==> src/cmpc_map.svh <==
`ifndef CMPC_MAP_SVH
`define CMPC_MAP_SVH

// ----------------------------------------------------------------------------
// Clock and timing
// ----------------------------------------------------------------------------
`define CMPC_CLK_HZ           10000000
`define CMPC_LOCK_FRAME_MS    160
`define CMPC_LOCK_BIT_MS      2
`define CMPC_LOCK_MCLK_MS     10
`define CMPC_LOCK_W           21

// ----------------------------------------------------------------------------
// PLL reference codes
// ----------------------------------------------------------------------------
`define CMPC_REF_FRAME_1FS    4'h0
`define CMPC_REF_BIT_32FS     4'h2
`define CMPC_REF_BIT_64FS     4'h3
`define CMPC_REF_MCLK_11M2896 4'h4
`define CMPC_REF_MCLK_12M     4'h6
`define CMPC_REF_MCLK_24M     4'h7
`define CMPC_REF_MCLK_13M5    4'hc
`define CMPC_REF_MCLK_27M     4'hd
`define CMPC_REF_MCLK_BIT     2

// ----------------------------------------------------------------------------
// Sampling rates in Hz
// ----------------------------------------------------------------------------
`define CMPC_FS_7K35          7350
`define CMPC_FS_8K            8000
`define CMPC_FS_11K025        11025
`define CMPC_FS_12K           12000
`define CMPC_FS_14K7          14700
`define CMPC_FS_16K           16000
`define CMPC_FS_22K05         22050
`define CMPC_FS_24K           24000
`define CMPC_FS_29K4          29400
`define CMPC_FS_32K           32000
`define CMPC_FS_44K1          44100
`define CMPC_FS_48K           48000

// ----------------------------------------------------------------------------
// Reset values and clock ratios
// ----------------------------------------------------------------------------
`define CMPC_MS_RESET         1'b0
`define CMPC_BITS_32FS        6'h1f
`define CMPC_BITS_64FS        6'h3f
`define CMPC_HALF_32FS        64

`endif

==> src/cmpc_pkg.sv <==
`default_nettype none

package cmpc_pkg;

    typedef enum logic [2:0] {
        CMPC_PLL_OFF   = 3'b000,
        CMPC_PLL_FIRST = 3'b001,
        CMPC_PLL_RELCK = 3'b010,
        CMPC_PLL_SETTL = 3'b011,
        CMPC_PLL_LOCK  = 3'b100
    } cmpc_pll_state_type;

    typedef struct packed {
        logic [20:0] count;
        logic        locked;
    } cmpc_timer_state_type;

    typedef struct packed {
        logic               master;
        cmpc_pll_state_type pll;
        logic               power_prev;
        logic [3:0]         rate_prev;
        logic [3:0]         ref_prev;
        logic [7:0]         bit_cnt;
        logic               bit_lvl;
        logic [5:0]         bit_phase;
        logic               frame_lvl;
        logic [7:0]         mck_cnt;
        logic               mck_lvl;
        logic               mci_meta;
        logic               mci_sync;
        logic               int_clk;
    } cmpc_state_type;

endpackage : cmpc_pkg

`default_nettype wire
==> src/cmpc_clock_control.sv <==
// Behaviour
// [RULE_01] Select bit one means master, zero slave.
// [RULE_02] Device comes out of reset as slave.
// [RULE_03] Master operation starts only on select write.
// [RULE_04] Frame and bit pins float while slave.
// [RULE_05] PLL power on makes internal clock from PLL; code uses master clock output, low while its enable is zero.
// [RULE_06] Lock within 160ms, 2ms or 10ms.
// [RULE_07] Reference code decode, other codes are invalid.
// [RULE_08] Rate codes with master clock reference.
// [RULE_09] Upper rate bits select range otherwise.
// [RULE_10] Master clocks low until first lock.
// [RULE_11] Regular clocks after one frame period.
// [RULE_12] Power off in master holds clocks low.
// [RULE_13] Locked frame at fs, bit per rate bit.
// [RULE_14] Output enable zero drives master clock low.
// [RULE_15] Slave mode master clock invalid until lock.
// [RULE_16] Converter data untrusted until lock.
// [RULE_17] Host mutes DAC paths during unlock.
// [RULE_18] Divider selects 256, 128, 64, 32fs.
// [RULE_19] Bit clock rate selects 32fs or 64fs.
// [RULE_20] Power off bypasses PLL with clock input.
// [RULE_21] Lock modelled by counter from restart.
`timescale 1ns/100ps
`default_nettype none
`include "cmpc_map.svh"

module cmpc_clock_control #(
    parameter logic [`CMPC_LOCK_W-1:0] LOCK_FRAME_CYC =
        `CMPC_LOCK_W'(`CMPC_LOCK_FRAME_MS * (`CMPC_CLK_HZ / 1000)),
    parameter logic [`CMPC_LOCK_W-1:0] LOCK_BIT_CYC =
        `CMPC_LOCK_W'(`CMPC_LOCK_BIT_MS * (`CMPC_CLK_HZ / 1000)),
    parameter logic [`CMPC_LOCK_W-1:0] LOCK_MCLK_CYC =
        `CMPC_LOCK_W'(`CMPC_LOCK_MCLK_MS * (`CMPC_CLK_HZ / 1000))
) (
    input  wire logic       clk,
    input  wire logic       arst_n,
    input  wire logic       ms_select,
    input  wire logic       pll_power,
    input  wire logic [3:0] pll_ref_select,
    input  wire logic [3:0] rate_select,
    input  wire logic       mclk_out_enable,
    input  wire logic [1:0] mclk_out_divider,
    input  wire logic       bit_clock_rate,
    input  wire logic       master_clock_in,
    input  wire logic       frame_clock_in,
    input  wire logic       bit_clock_in,
    output logic            frame_clock_out,
    output logic            frame_clock_oe,
    output logic            bit_clock_out,
    output logic            bit_clock_oe,
    output logic            master_clock_out,
    output logic            internal_clock,
    output logic            pll_clock_selected,
    output logic            pll_locked,
    output logic            config_invalid,
    output logic            converter_data_valid
);

    // ------------------------------------------------------------------------
    // Decoding of reference and rate
    // ------------------------------------------------------------------------

    // Half period, in cycles, of a 32fs bit clock at the given rate.
    function automatic logic [7:0] half_for_fs(input logic [3:0] code, input logic ref_mclk);
        logic [31:0] h;
        h = 32'h0;
        if (ref_mclk) begin
            case (code) // RULE_08
                4'h0: h = `CMPC_CLK_HZ / (`CMPC_HALF_32FS * `CMPC_FS_8K);
                4'h1: h = `CMPC_CLK_HZ / (`CMPC_HALF_32FS * `CMPC_FS_12K);
                4'h2: h = `CMPC_CLK_HZ / (`CMPC_HALF_32FS * `CMPC_FS_16K);
                4'h3: h = `CMPC_CLK_HZ / (`CMPC_HALF_32FS * `CMPC_FS_24K);
                4'h4: h = `CMPC_CLK_HZ / (`CMPC_HALF_32FS * `CMPC_FS_7K35);
                4'h5: h = `CMPC_CLK_HZ / (`CMPC_HALF_32FS * `CMPC_FS_11K025);
                4'h6: h = `CMPC_CLK_HZ / (`CMPC_HALF_32FS * `CMPC_FS_14K7);
                4'h7: h = `CMPC_CLK_HZ / (`CMPC_HALF_32FS * `CMPC_FS_22K05);
                4'ha: h = `CMPC_CLK_HZ / (`CMPC_HALF_32FS * `CMPC_FS_32K);
                4'hb: h = `CMPC_CLK_HZ / (`CMPC_HALF_32FS * `CMPC_FS_48K);
                4'he: h = `CMPC_CLK_HZ / (`CMPC_HALF_32FS * `CMPC_FS_29K4);
                4'hf: h = `CMPC_CLK_HZ / (`CMPC_HALF_32FS * `CMPC_FS_44K1);
                default: h = 32'h0;
            endcase
        end else begin
            case (code[3:2]) // RULE_09
                2'h0: h = `CMPC_CLK_HZ / (`CMPC_HALF_32FS * `CMPC_FS_12K);
                2'h1: h = `CMPC_CLK_HZ / (`CMPC_HALF_32FS * `CMPC_FS_24K);
                2'h2: h = `CMPC_CLK_HZ / (`CMPC_HALF_32FS * `CMPC_FS_48K);
                default: h = 32'h0;
            endcase
        end
        half_for_fs = h[7:0];
    endfunction : half_for_fs

    cmpc_pkg::cmpc_state_type s_q;
    cmpc_pkg::cmpc_state_type s_d;

    logic                    ref_is_master_clk_flag;
    logic                    ref_valid;
    logic                    rate_valid;
    logic [`CMPC_LOCK_W-1:0] lock_limit;
    logic [7:0]              base_half;
    logic [7:0]              bit_half;
    logic [7:0]              mck_half;
    logic [5:0]              bit_last;
    logic                    restart;
    logic                    timer_run;
    logic                    timer_locked;

    assign ref_is_master_clk_flag = pll_ref_select[`CMPC_REF_MCLK_BIT];

    always_comb begin
        ref_valid  = 1'b1;
        lock_limit = LOCK_MCLK_CYC;
        if (pll_ref_select == `CMPC_REF_FRAME_1FS) begin // RULE_07
            lock_limit = LOCK_FRAME_CYC; // RULE_06
        end else if (pll_ref_select == `CMPC_REF_BIT_32FS || pll_ref_select == `CMPC_REF_BIT_64FS) begin
            lock_limit = LOCK_BIT_CYC; // RULE_06
        end else if (pll_ref_select == `CMPC_REF_MCLK_11M2896 || pll_ref_select == `CMPC_REF_MCLK_12M ||
                     pll_ref_select == `CMPC_REF_MCLK_24M || pll_ref_select == `CMPC_REF_MCLK_13M5 ||
                     pll_ref_select == `CMPC_REF_MCLK_27M) begin
            lock_limit = LOCK_MCLK_CYC; // RULE_06
        end else begin
            ref_valid = 1'b0; // RULE_07
        end
    end

    always_comb begin
        base_half  = half_for_fs(rate_select, ref_is_master_clk_flag);
        rate_valid = (base_half != 8'h0);
        bit_half   = bit_clock_rate ? (base_half >> 1) : base_half; // RULE_19
        bit_last   = bit_clock_rate ? `CMPC_BITS_64FS : `CMPC_BITS_32FS;
        case (mclk_out_divider) // RULE_18
            2'h0:    mck_half = base_half >> 3;
            2'h1:    mck_half = base_half >> 2;
            2'h2:    mck_half = base_half >> 1;
            default: mck_half = base_half;
        endcase
        if (bit_half == 8'h0) begin
            bit_half = 8'h1;
        end
        if (mck_half == 8'h0) begin
            mck_half = 8'h1;
        end
    end

    // ------------------------------------------------------------------------
    // Lock timer
    // ------------------------------------------------------------------------

    assign restart   = (pll_power && !s_q.power_prev) ||
                       (pll_power && (rate_select != s_q.rate_prev || pll_ref_select != s_q.ref_prev)); // RULE_06
    assign timer_run = pll_power && ref_valid && rate_valid;

    cmpc_lock_timer u_lock_timer (
        .clk     (clk),
        .arst_n  (arst_n),
        .restart (restart),
        .run     (timer_run),
        .limit   (lock_limit),
        .locked  (timer_locked)
    );

    // ------------------------------------------------------------------------
    // State update
    // ------------------------------------------------------------------------

    always_comb begin
        s_d            = s_q;
        s_d.master     = ms_select; // RULE_01 RULE_03
        s_d.power_prev = pll_power;
        s_d.rate_prev  = rate_select;
        s_d.ref_prev   = pll_ref_select;
        s_d.mci_meta   = master_clock_in;
        s_d.mci_sync   = s_q.mci_meta;

        case (s_q.pll)
            cmpc_pkg::CMPC_PLL_OFF: begin
                if (pll_power) begin
                    s_d.pll = cmpc_pkg::CMPC_PLL_FIRST;
                end
            end
            cmpc_pkg::CMPC_PLL_FIRST, cmpc_pkg::CMPC_PLL_RELCK: begin
                if (!pll_power) begin
                    s_d.pll = cmpc_pkg::CMPC_PLL_OFF;
                end else if (timer_locked && !restart) begin
                    s_d.pll = cmpc_pkg::CMPC_PLL_SETTL;
                end
            end
            cmpc_pkg::CMPC_PLL_SETTL, cmpc_pkg::CMPC_PLL_LOCK: begin
                if (!pll_power) begin
                    s_d.pll = cmpc_pkg::CMPC_PLL_OFF;
                end else if (restart || !timer_locked) begin
                    s_d.pll = cmpc_pkg::CMPC_PLL_RELCK;
                end else if (s_q.pll == cmpc_pkg::CMPC_PLL_SETTL && s_q.bit_phase == bit_last &&
                             s_q.bit_lvl && s_q.bit_cnt == 8'h0) begin
                    s_d.pll = cmpc_pkg::CMPC_PLL_LOCK; // RULE_11
                end
            end
            default: begin
                s_d.pll = cmpc_pkg::CMPC_PLL_OFF;
            end
        endcase

        // Bit and frame clock dividers run only once the loop has locked.
        if (s_q.pll == cmpc_pkg::CMPC_PLL_OFF || s_q.pll == cmpc_pkg::CMPC_PLL_FIRST) begin
            s_d.bit_cnt   = '0; // RULE_10 RULE_12
            s_d.bit_lvl   = 1'b0;
            s_d.bit_phase = '0;
            s_d.frame_lvl = 1'b0;
        end else if (s_q.bit_cnt >= bit_half - 8'h1) begin
            s_d.bit_cnt = '0;
            s_d.bit_lvl = !s_q.bit_lvl;
            if (s_q.bit_lvl) begin
                s_d.bit_phase = (s_q.bit_phase >= bit_last) ? 6'h0 : s_q.bit_phase + 6'h1;
                s_d.frame_lvl = (s_d.bit_phase > (bit_last >> 1)); // RULE_13
            end
        end else begin
            s_d.bit_cnt = s_q.bit_cnt + 8'h1;
        end

        // Master clock output: toggles every cycle until lock, divider after.
        if (!mclk_out_enable || s_q.pll == cmpc_pkg::CMPC_PLL_OFF) begin
            s_d.mck_cnt = '0; // RULE_14
            s_d.mck_lvl = 1'b0;
        end else if (s_q.pll == cmpc_pkg::CMPC_PLL_FIRST || s_q.pll == cmpc_pkg::CMPC_PLL_RELCK) begin
            s_d.mck_cnt = '0; // RULE_10 RULE_15
            s_d.mck_lvl = !s_q.mck_lvl;
        end else if (s_q.mck_cnt >= mck_half - 8'h1) begin
            s_d.mck_cnt = '0; // RULE_15 RULE_18
            s_d.mck_lvl = !s_q.mck_lvl;
        end else begin
            s_d.mck_cnt = s_q.mck_cnt + 8'h1;
        end

        // Internal clock: PLL divider when powered, clock input otherwise.
        s_d.int_clk = pll_power ? s_q.mck_lvl : s_q.mci_sync; // RULE_05 RULE_20
    end

    always_ff @(posedge clk or negedge arst_n) begin
        if (!arst_n) begin
            s_q        <= '0;
            s_q.master <= `CMPC_MS_RESET; // RULE_02
            s_q.pll    <= cmpc_pkg::CMPC_PLL_OFF;
        end else begin
            s_q <= s_d;
        end
    end

    // ------------------------------------------------------------------------
    // Outputs
    // ------------------------------------------------------------------------

    assign frame_clock_oe       = s_q.master; // RULE_04
    assign bit_clock_oe         = s_q.master; // RULE_04
    assign frame_clock_out      = s_q.frame_lvl;
    assign bit_clock_out        = s_q.bit_lvl;
    assign master_clock_out     = s_q.mck_lvl;
    assign internal_clock       = s_q.int_clk;
    assign pll_clock_selected   = s_q.power_prev;
    assign pll_locked           = s_q.pll == cmpc_pkg::CMPC_PLL_SETTL || s_q.pll == cmpc_pkg::CMPC_PLL_LOCK;
    assign config_invalid       = pll_power && !(ref_valid && rate_valid);
    assign converter_data_valid = !s_q.power_prev || s_q.pll == cmpc_pkg::CMPC_PLL_LOCK; // RULE_16 RULE_17

    // Slave-side pin inputs are carried for the far end; they do not steer this block.
    logic unused_inputs;
    assign unused_inputs = frame_clock_in ^ bit_clock_in;
endmodule : cmpc_clock_control

`default_nettype wire

==> src/cmpc_lock_timer.sv <==
`timescale 1ns/100ps
`default_nettype none
`include "cmpc_map.svh"

module cmpc_lock_timer (
    input  wire logic                   clk,
    input  wire logic                   arst_n,
    input  wire logic                   restart,
    input  wire logic                   run,
    input  wire logic [`CMPC_LOCK_W-1:0] limit,
    output logic                        locked
);

    cmpc_pkg::cmpc_timer_state_type s_q;
    cmpc_pkg::cmpc_timer_state_type s_d;

    // Counts whole cycles from a restart and reports lock once the limit is met.
    always_comb begin
        s_d = s_q;
        if (restart || !run) begin
            s_d.count  = '0;
            s_d.locked = 1'b0;
        end else if (s_q.count >= limit) begin
            s_d.locked = 1'b1; // RULE_21
        end else begin
            s_d.count = s_q.count + 1'b1;
        end
    end

    always_ff @(posedge clk or negedge arst_n) begin
        if (!arst_n) begin
            s_q <= '0;
        end else begin
            s_q <= s_d;
        end
    end

    assign locked = s_q.locked;

endmodule : cmpc_lock_timer

`default_nettype wire

==> config.mk <==
export PLATFORM = sky130hd
export DESIGN_NAME = cmpc_clock_control
export DESIGN_NICKNAME = d
export VERILOG_FILES = /design/src/cmpc_pkg.sv /design/src/cmpc_clock_control.sv /design/src/cmpc_lock_timer.sv
export VERILOG_INCLUDE_DIRS = /design/src
export SDC_FILE = /design/constraint.sdc
export NUM_CORES = 1
export LEC_CHECK = 0
export BUFFER_PORTS_ARGS = -buffer_cell sky130_fd_sc_hd__clkbuf_2
export CORE_ASPECT_RATIO = 1.5
export CORE_MARGIN = 10
export CORE_UTILIZATION = 45
export CTS_CLUSTER_DIAMETER = 100
export CTS_CLUSTER_SIZE = 8
export DETAILED_ROUTE_END_ITERATION = 7
export GPL_TIMING_DRIVEN = 0
export PLACE_DENSITY = 0.66
export SKIP_CTS_REPAIR_TIMING = 1
export SLEW_MARGIN = 20
export SYNTH_ARGS = -nofsm -noshare
export SYNTH_HDL_FRONTEND = slang
export SYNTH_SLANG_ARGS = --single-unit
==> constraint.sdc <==
create_clock -name clk -period 4.1 [get_ports clk]
set_clock_uncertainty 0.2 [all_clocks]
set_input_delay 0.82 -clock clk [delete_from_list [all_inputs] [get_ports clk]]
set_output_delay 0.82 -clock clk [all_outputs]
set_load 0.005 [all_outputs]
# == Yosys cells after proc, flatten, opt, wreduce, memory -nomap -nowiden ==
# Memories as Yosys holds them, arrays and structs flattened.
# Index checks and enable logic that the tools add are counted.
# totals
in_bits,19
word_cells,130
output_inout_bits,10
rom_bits,80
register_bits,63
memories,1
# memory_table
memory,depth,word_bits,rd,rd_clocked_by_memory_dff,write_ports,line,source
(no name shown),16,5,1,0,0,cmpc_clock_control.sv:68,case (code)
# op_classes
mux,32
n_addsub,6
reduce_logical,48
n_eq_ne,22
order_cmp,5
# ops
cell,n
$mux W8,7
$mux W21,2
$logic_not A8 Y1,3
$pmux W8 S3,1
$mux W22,1
$add A21 B1 Y21 const B,1
$ge A21 B21 Y1,1
$mux W3,6
$mux W9,2
$mux W17,1
$add A8 B1 Y8 const B,2
$ge A8 B8 Y1,2
$mux W16,1
$sub A8 B1 Y8 const B,2
$logic_or A1 B1 Y1,14
$eq A4 B3 Y1 const B,3
$mux W6,2
$pmux W4 S3,1
$logic_and A1 B1 Y1,10
$pmux W3 S3,1
$eq A4 B2 Y1 const B,2
$eq A4 B4 Y1 const B,2
$logic_not A1 Y1,8
$ne A4 B4 Y1,2
other kinds (24),36

# == Logic depth before layout (Yosys ltp) ==
# logic_depth
ltp_word,13
mapped_depth,20
mapped_depth_nobuf,18

# == Modules after synthesis ==
# Synthesis repeated with hierarchy kept, for this count alone.
# hier_totals
cells_unflattened,508
hier_area_um2,4663.2
# modules_own_cells
mod,area_per_inst_um2,seq_area_each_um2,cells_each,n_inst
cmpc_clock_control,2894.0,1026.0,301,1
cmpc_lock_timer,1769.2,550.5,207,1

# == Worst setup path after synthesis ==
# OpenSTA, ideal clock, no wires.
# synth_timing
path_kind,input port to flip-flop
start,input rate_select[3]
end,"register s_q, in the netlist master_clock_out"
cell_stages,20
path_buffers,2
arrival_time_ns,4.558
setup_time_ns,0.125
setup_slack_ns,-0.783
required_time_ns,3.775
path_cell_list,clkbuf_1 > inv_1 > ha_1 > o21bai_1 > nor2_1 > a21oi_1 > mux2i_1 > or2_2 > a21oi_1 > ha_1 > a31oi_1 > a31oi_1 > ha_1 > a21oi_1 > nor2_1 > a211oi_1 > o21ai_0 > a2111o_1 > clkbuf_1 > mux2_2
# synth_between
elab_chain_cells,9
word_cells_on_any_way,12
cone_classes,add/sub (1); order compare (1); eq/ne (2); mux (4); reduce/logical (3); memory (1)
# synth_lines
item,line,source
start: declaration,cmpc_clock_control.sv:40,"input wire logic [3:0] rate_select,"
branches (longest 2 deep; another with $mem_v2 Z16 W5),n/a,
$mux W8 (*),cmpc_clock_control.sv:67,if (ref_mclk) begin
$pmux W8 S3 (*),cmpc_clock_control.sv:132,case (mclk_out_divider)
$logic_not A8 Y1,cmpc_clock_control.sv:141,if (mck_half == 8'h0) begin
$mux W8 (*),cmpc_clock_control.sv:141,
$sub A8 B1 Y8 (*),cmpc_clock_control.sv:228,end else if (s_q.mck_cnt >= mck_half - 8'h1) begin
$ge A8 B8 Y1 (*),cmpc_clock_control.sv:228,
$reduce_bool A3 Y1 (no line) (*),n/a,
end: declaration,cmpc_clock_control.sv:94,cmpc_pkg::cmpc_state_type s_q;
# Every way passes the cells marked *.
# A chain may end at the register's enable or synchronous reset.

# == Final worst setup path ==
# layout_timing
start,input rate_select[0]
end,"register s_q, in the netlist master_clock_out"
# layout_between
elab_chain_cells,8
# layout_lines
item,line
$mem_v2 Z16 W5 (*),n/a
$mux W8 (*),cmpc_clock_control.sv:67
$pmux W8 S3 (*),cmpc_clock_control.sv:132
$logic_not A8 Y1,cmpc_clock_control.sv:141
$mux W8 (*),cmpc_clock_control.sv:141
$sub A8 B1 Y8 (*),cmpc_clock_control.sv:228
$ge A8 B8 Y1 (*),cmpc_clock_control.sv:228
$reduce_bool A3 Y1 (no line) (*),n/a
# Mark *: on every way between the ends. The rest lies on a longest branch, timed or not.

==> flow_summary.json <==
{
  "run_status": "finished, violations left",
  "violations": "negative setup slack",
  "cp_max_fo": 5,
  "period_share": 1.12,
  "wl_met3_um": 293,
  "fp.dieW_um": 100,
  "die_area_um2": 14100,
  "syn_avg_cell_area_um2": 9.11,
  "worstPathArrival_ns": 4.62,
  "nNetsFinal": 599,
  "p_int_uw": 1320,
  "start_util": 0.464,
  "slew-limit-headroom": 0.578,
  "routed-wl-met2_mm": 5.79,
  "maxSlewViolCount": 0,
  "worst_pin_slew_ns": 0.628,
  "final_layout_size_suffix_gt1_frac": 0.203,
  "fmax_mhz": 217,
  "finalSetupViolCount": 14,
  "grt_pass1_vias": 3721,
  "cts_buffers": 9,
  "yosysTopAreaCell": "dfrtp_1",
  "wire_per_inst_um": 16.1,
  "seqPwrFrac": 0.369,
  "netlist_instances": 477,
  "p_switching_uw": 475,
  "rows": 43,
  "drt_iter0_markers": 108,
  "coreArea_um2": 9360,
  "maxCapViolCount": 0,
  "grt_first_pass_wirelength_mm": 17.5,
  "min_path_type": "flip-flop to flip-flop",
  "crit_path_end_kind": "flip-flop",
  "p_leak_uw": 0.00232,
  "crit_required_ns": 4.12,
  "gr-usage-all-layers": 0.151,
  "power_frac_comb": 0.170,
  "ctsRootBufferMaster": "clkbuf_16",
  "clkPwrFrac": 0.461,
  "drtPass1Iterations": 4,
  "synth-seq-area-share": 0.363,
  "yosys_warnings": 0,
  "port_buffers": 26,
  "die_h_um": 140,
  "synth_top_area_frac": 0.363,
  "h-tree-depth": 3,
  "synth_area_leaders": "dfrtp_1 36%, ha_1 13%, a21oi_1 4.0%",
  "yosysMostFrequentCell": "dfrtp_1",
  "p_per_area_nw_per_um2": 337,
  "setup.worst_path.class": "input pin to flip-flop",
  "async_reset_ff_frac": 1.00,
  "drc_errors": 0,
  "cts_tree": "built",
  "diodes": 0,
  "place_hpwl_mm": 7.76,
  "fin_ws_ns": -0.504,
  "finalHoldViolCount": 0,
  "grt-ovfl-total": 0,
  "clk_path_buf_depth": 2,
  "tns_ns": -4.39,
  "clock_latency_ns": 0.33,
  "critPathLaunchType": "input pin",
  "min_period_ns": 4.60,
  "antenna_found_initial": 0,
  "ant_nets": 0,
  "cts_sinks": 63,
  "ys.flop_type": "dfrtp_1",
  "peakVddDrop_mv": 0.265,
  "swShare": 0.265,
  "ios": 29,
  "top_layer_used": "met4",
  "grt_max_degree": 41,
  "synth_edf_count": 0,
  "wl_met1_mm": 4.20,
  "via_per_inst": 5.74,
  "synth_seq_cells": 63,
  "synth.distinct_cells": 57,
  "ys_top_cells_by_count": "63 x dfrtp_1, 44 x ha_1, 37 x nor2_1, 35 x a21oi_1, 29 x nand3_1",
  "place_area_um2": 4760,
  "finalInstanceArea_um2": 5320,
  "clk_pin_slew_ns": 0.06,
  "drt_wl_total_mm": 10.5,
  "place.gp.congestion": 0.850,
  "area_growth_pct": 22.3,
  "via_count": 3750,
  "synth_area_um2": 4350,
  "grt_setup_unrepaired": "true"
}
==> placed cells by master (no fill, tap or decap), types with 6 or more instances in the layout <==
cell and instances:
and3_1 12, inv_1 23, a21oi_1 30, clkbuf_2 23, xnor2_1 13, nand2b_1 8, nand2_1 27, nor2_1 33
nand4_1 11, clkbuf_16 9, o21ai_0 14, ha_1 40, xor2_1 13, nand3_1 29, buf_4 21, a21o_1 6
nor3_1 7, clkbuf_1 8, o211ai_1 7, dfrtp_1 63, o31ai_1 16, or4_1 17
==> final timing paths <==
kind	start	endpoint	slack, ns	cells after the start
worst max-delay path	rate_select[0]	master_clock_out	-0.50	20
worst min-delay path	s_d[1]	s_q[1]	0.15	0
worst max register to register	u_lock_timer.s_q[4]	u_lock_timer.s_q[4]	1.39	8
worst min register to register	s_d[1]	s_q[1]	0.15	0
max in group asynchronous	arst_n	s_q[23]	2.94	2
min in group asynchronous	arst_n	u_lock_timer.s_q[8]	0.22	1
==> per-stage QoR <==
stage,hold slack [ns],cells,setup WS (ns),utilization,total power [uW]
after global routing,0.168,653,-0.605,0.568,1880
final,0.148,653,-0.504,0.568,1790
after detailed placement,0.137,619,-0.953,0.508,928
after CTS,0.150,635,-0.626,0.543,1770
after global placement,0.134,618,-0.819,0.506,916
after floorplan,0.131,480,-0.293,-,842
==> layout make-up <==
cell class | instances | area, um2
Fill cell | 864 | 4050
Sequential cell | 63 | 1580
Clock inverter | 7 | 97.6
Buffer | 19 | 140
Tap cell | 112 | 140
Clock buffer | 9 | 225
Inverter | 26 | 101
Timing Repair Buffer | 45 | 304
Multi-Input combinational cell | 372 | 2730
==> layer usage <==
layer	global-route usage	vias up
li1	-	1869
met1	0.161	1828
met2	0.273	40
met3	0.0345	13
met4	0.0619	0
met5	0	-
==> power groups by stage <==
stage,Clock [uW],Sequential (uW),Combinational [uW]
5_1_grt,875,663,337
4_1_cts,847,660,259
6_report,826,660,304
3_3_place_gp,0,670,246
2_1_floorplan,0,667,176
3_5_place_dp,0,671,257
==> registers in the layout, indices dropped and copies added, names as in the netlist <==
register             count
bit_clock_oe             1
bit_clock_out            1
frame_clock_out          1
internal_clock           1
master_clock_out         1
pll_clock_selected       1
s_d                      1
s_q                     34
u_lock_timer.locked      1
u_lock_timer.s_q        21
==> logic make-up after synthesis <==
group / Yosys count / share of synthesized area
and+or+nand+nor: 172 / 0.210
AOI/OAI and AO/OA: 115 / 0.173
DFF: 63 / 0.363
buffers and inverters: 45 / 0.0481
adders and majority gates: 44 / 0.127
xor gates and xnor gates: 26 / 0.0524
muxes: 11 / 0.0271
other: 1 / 0.000863
==> critical path: stages <==
cell        delay [ns]
buf_8             0.09
clkinvlp_4        0.11
ha_4              0.25
mux2_4            0.27
o211ai_1          0.27
o21a_2            0.26
inv_2             0.04
o211ai_1          0.29
a21oi_4           0.11
ha_4              0.19
a31oi_1           0.16
a31oi_1           0.08
ha_1              0.32
a21oi_2           0.15
nor2_1            0.06
a211oi_1          0.19
o21ai_1           0.13
a2111o_1          0.45
buf_8             0.14
mux2_2            0.26
No activity file was read; power rests on OpenSTA's default activity.
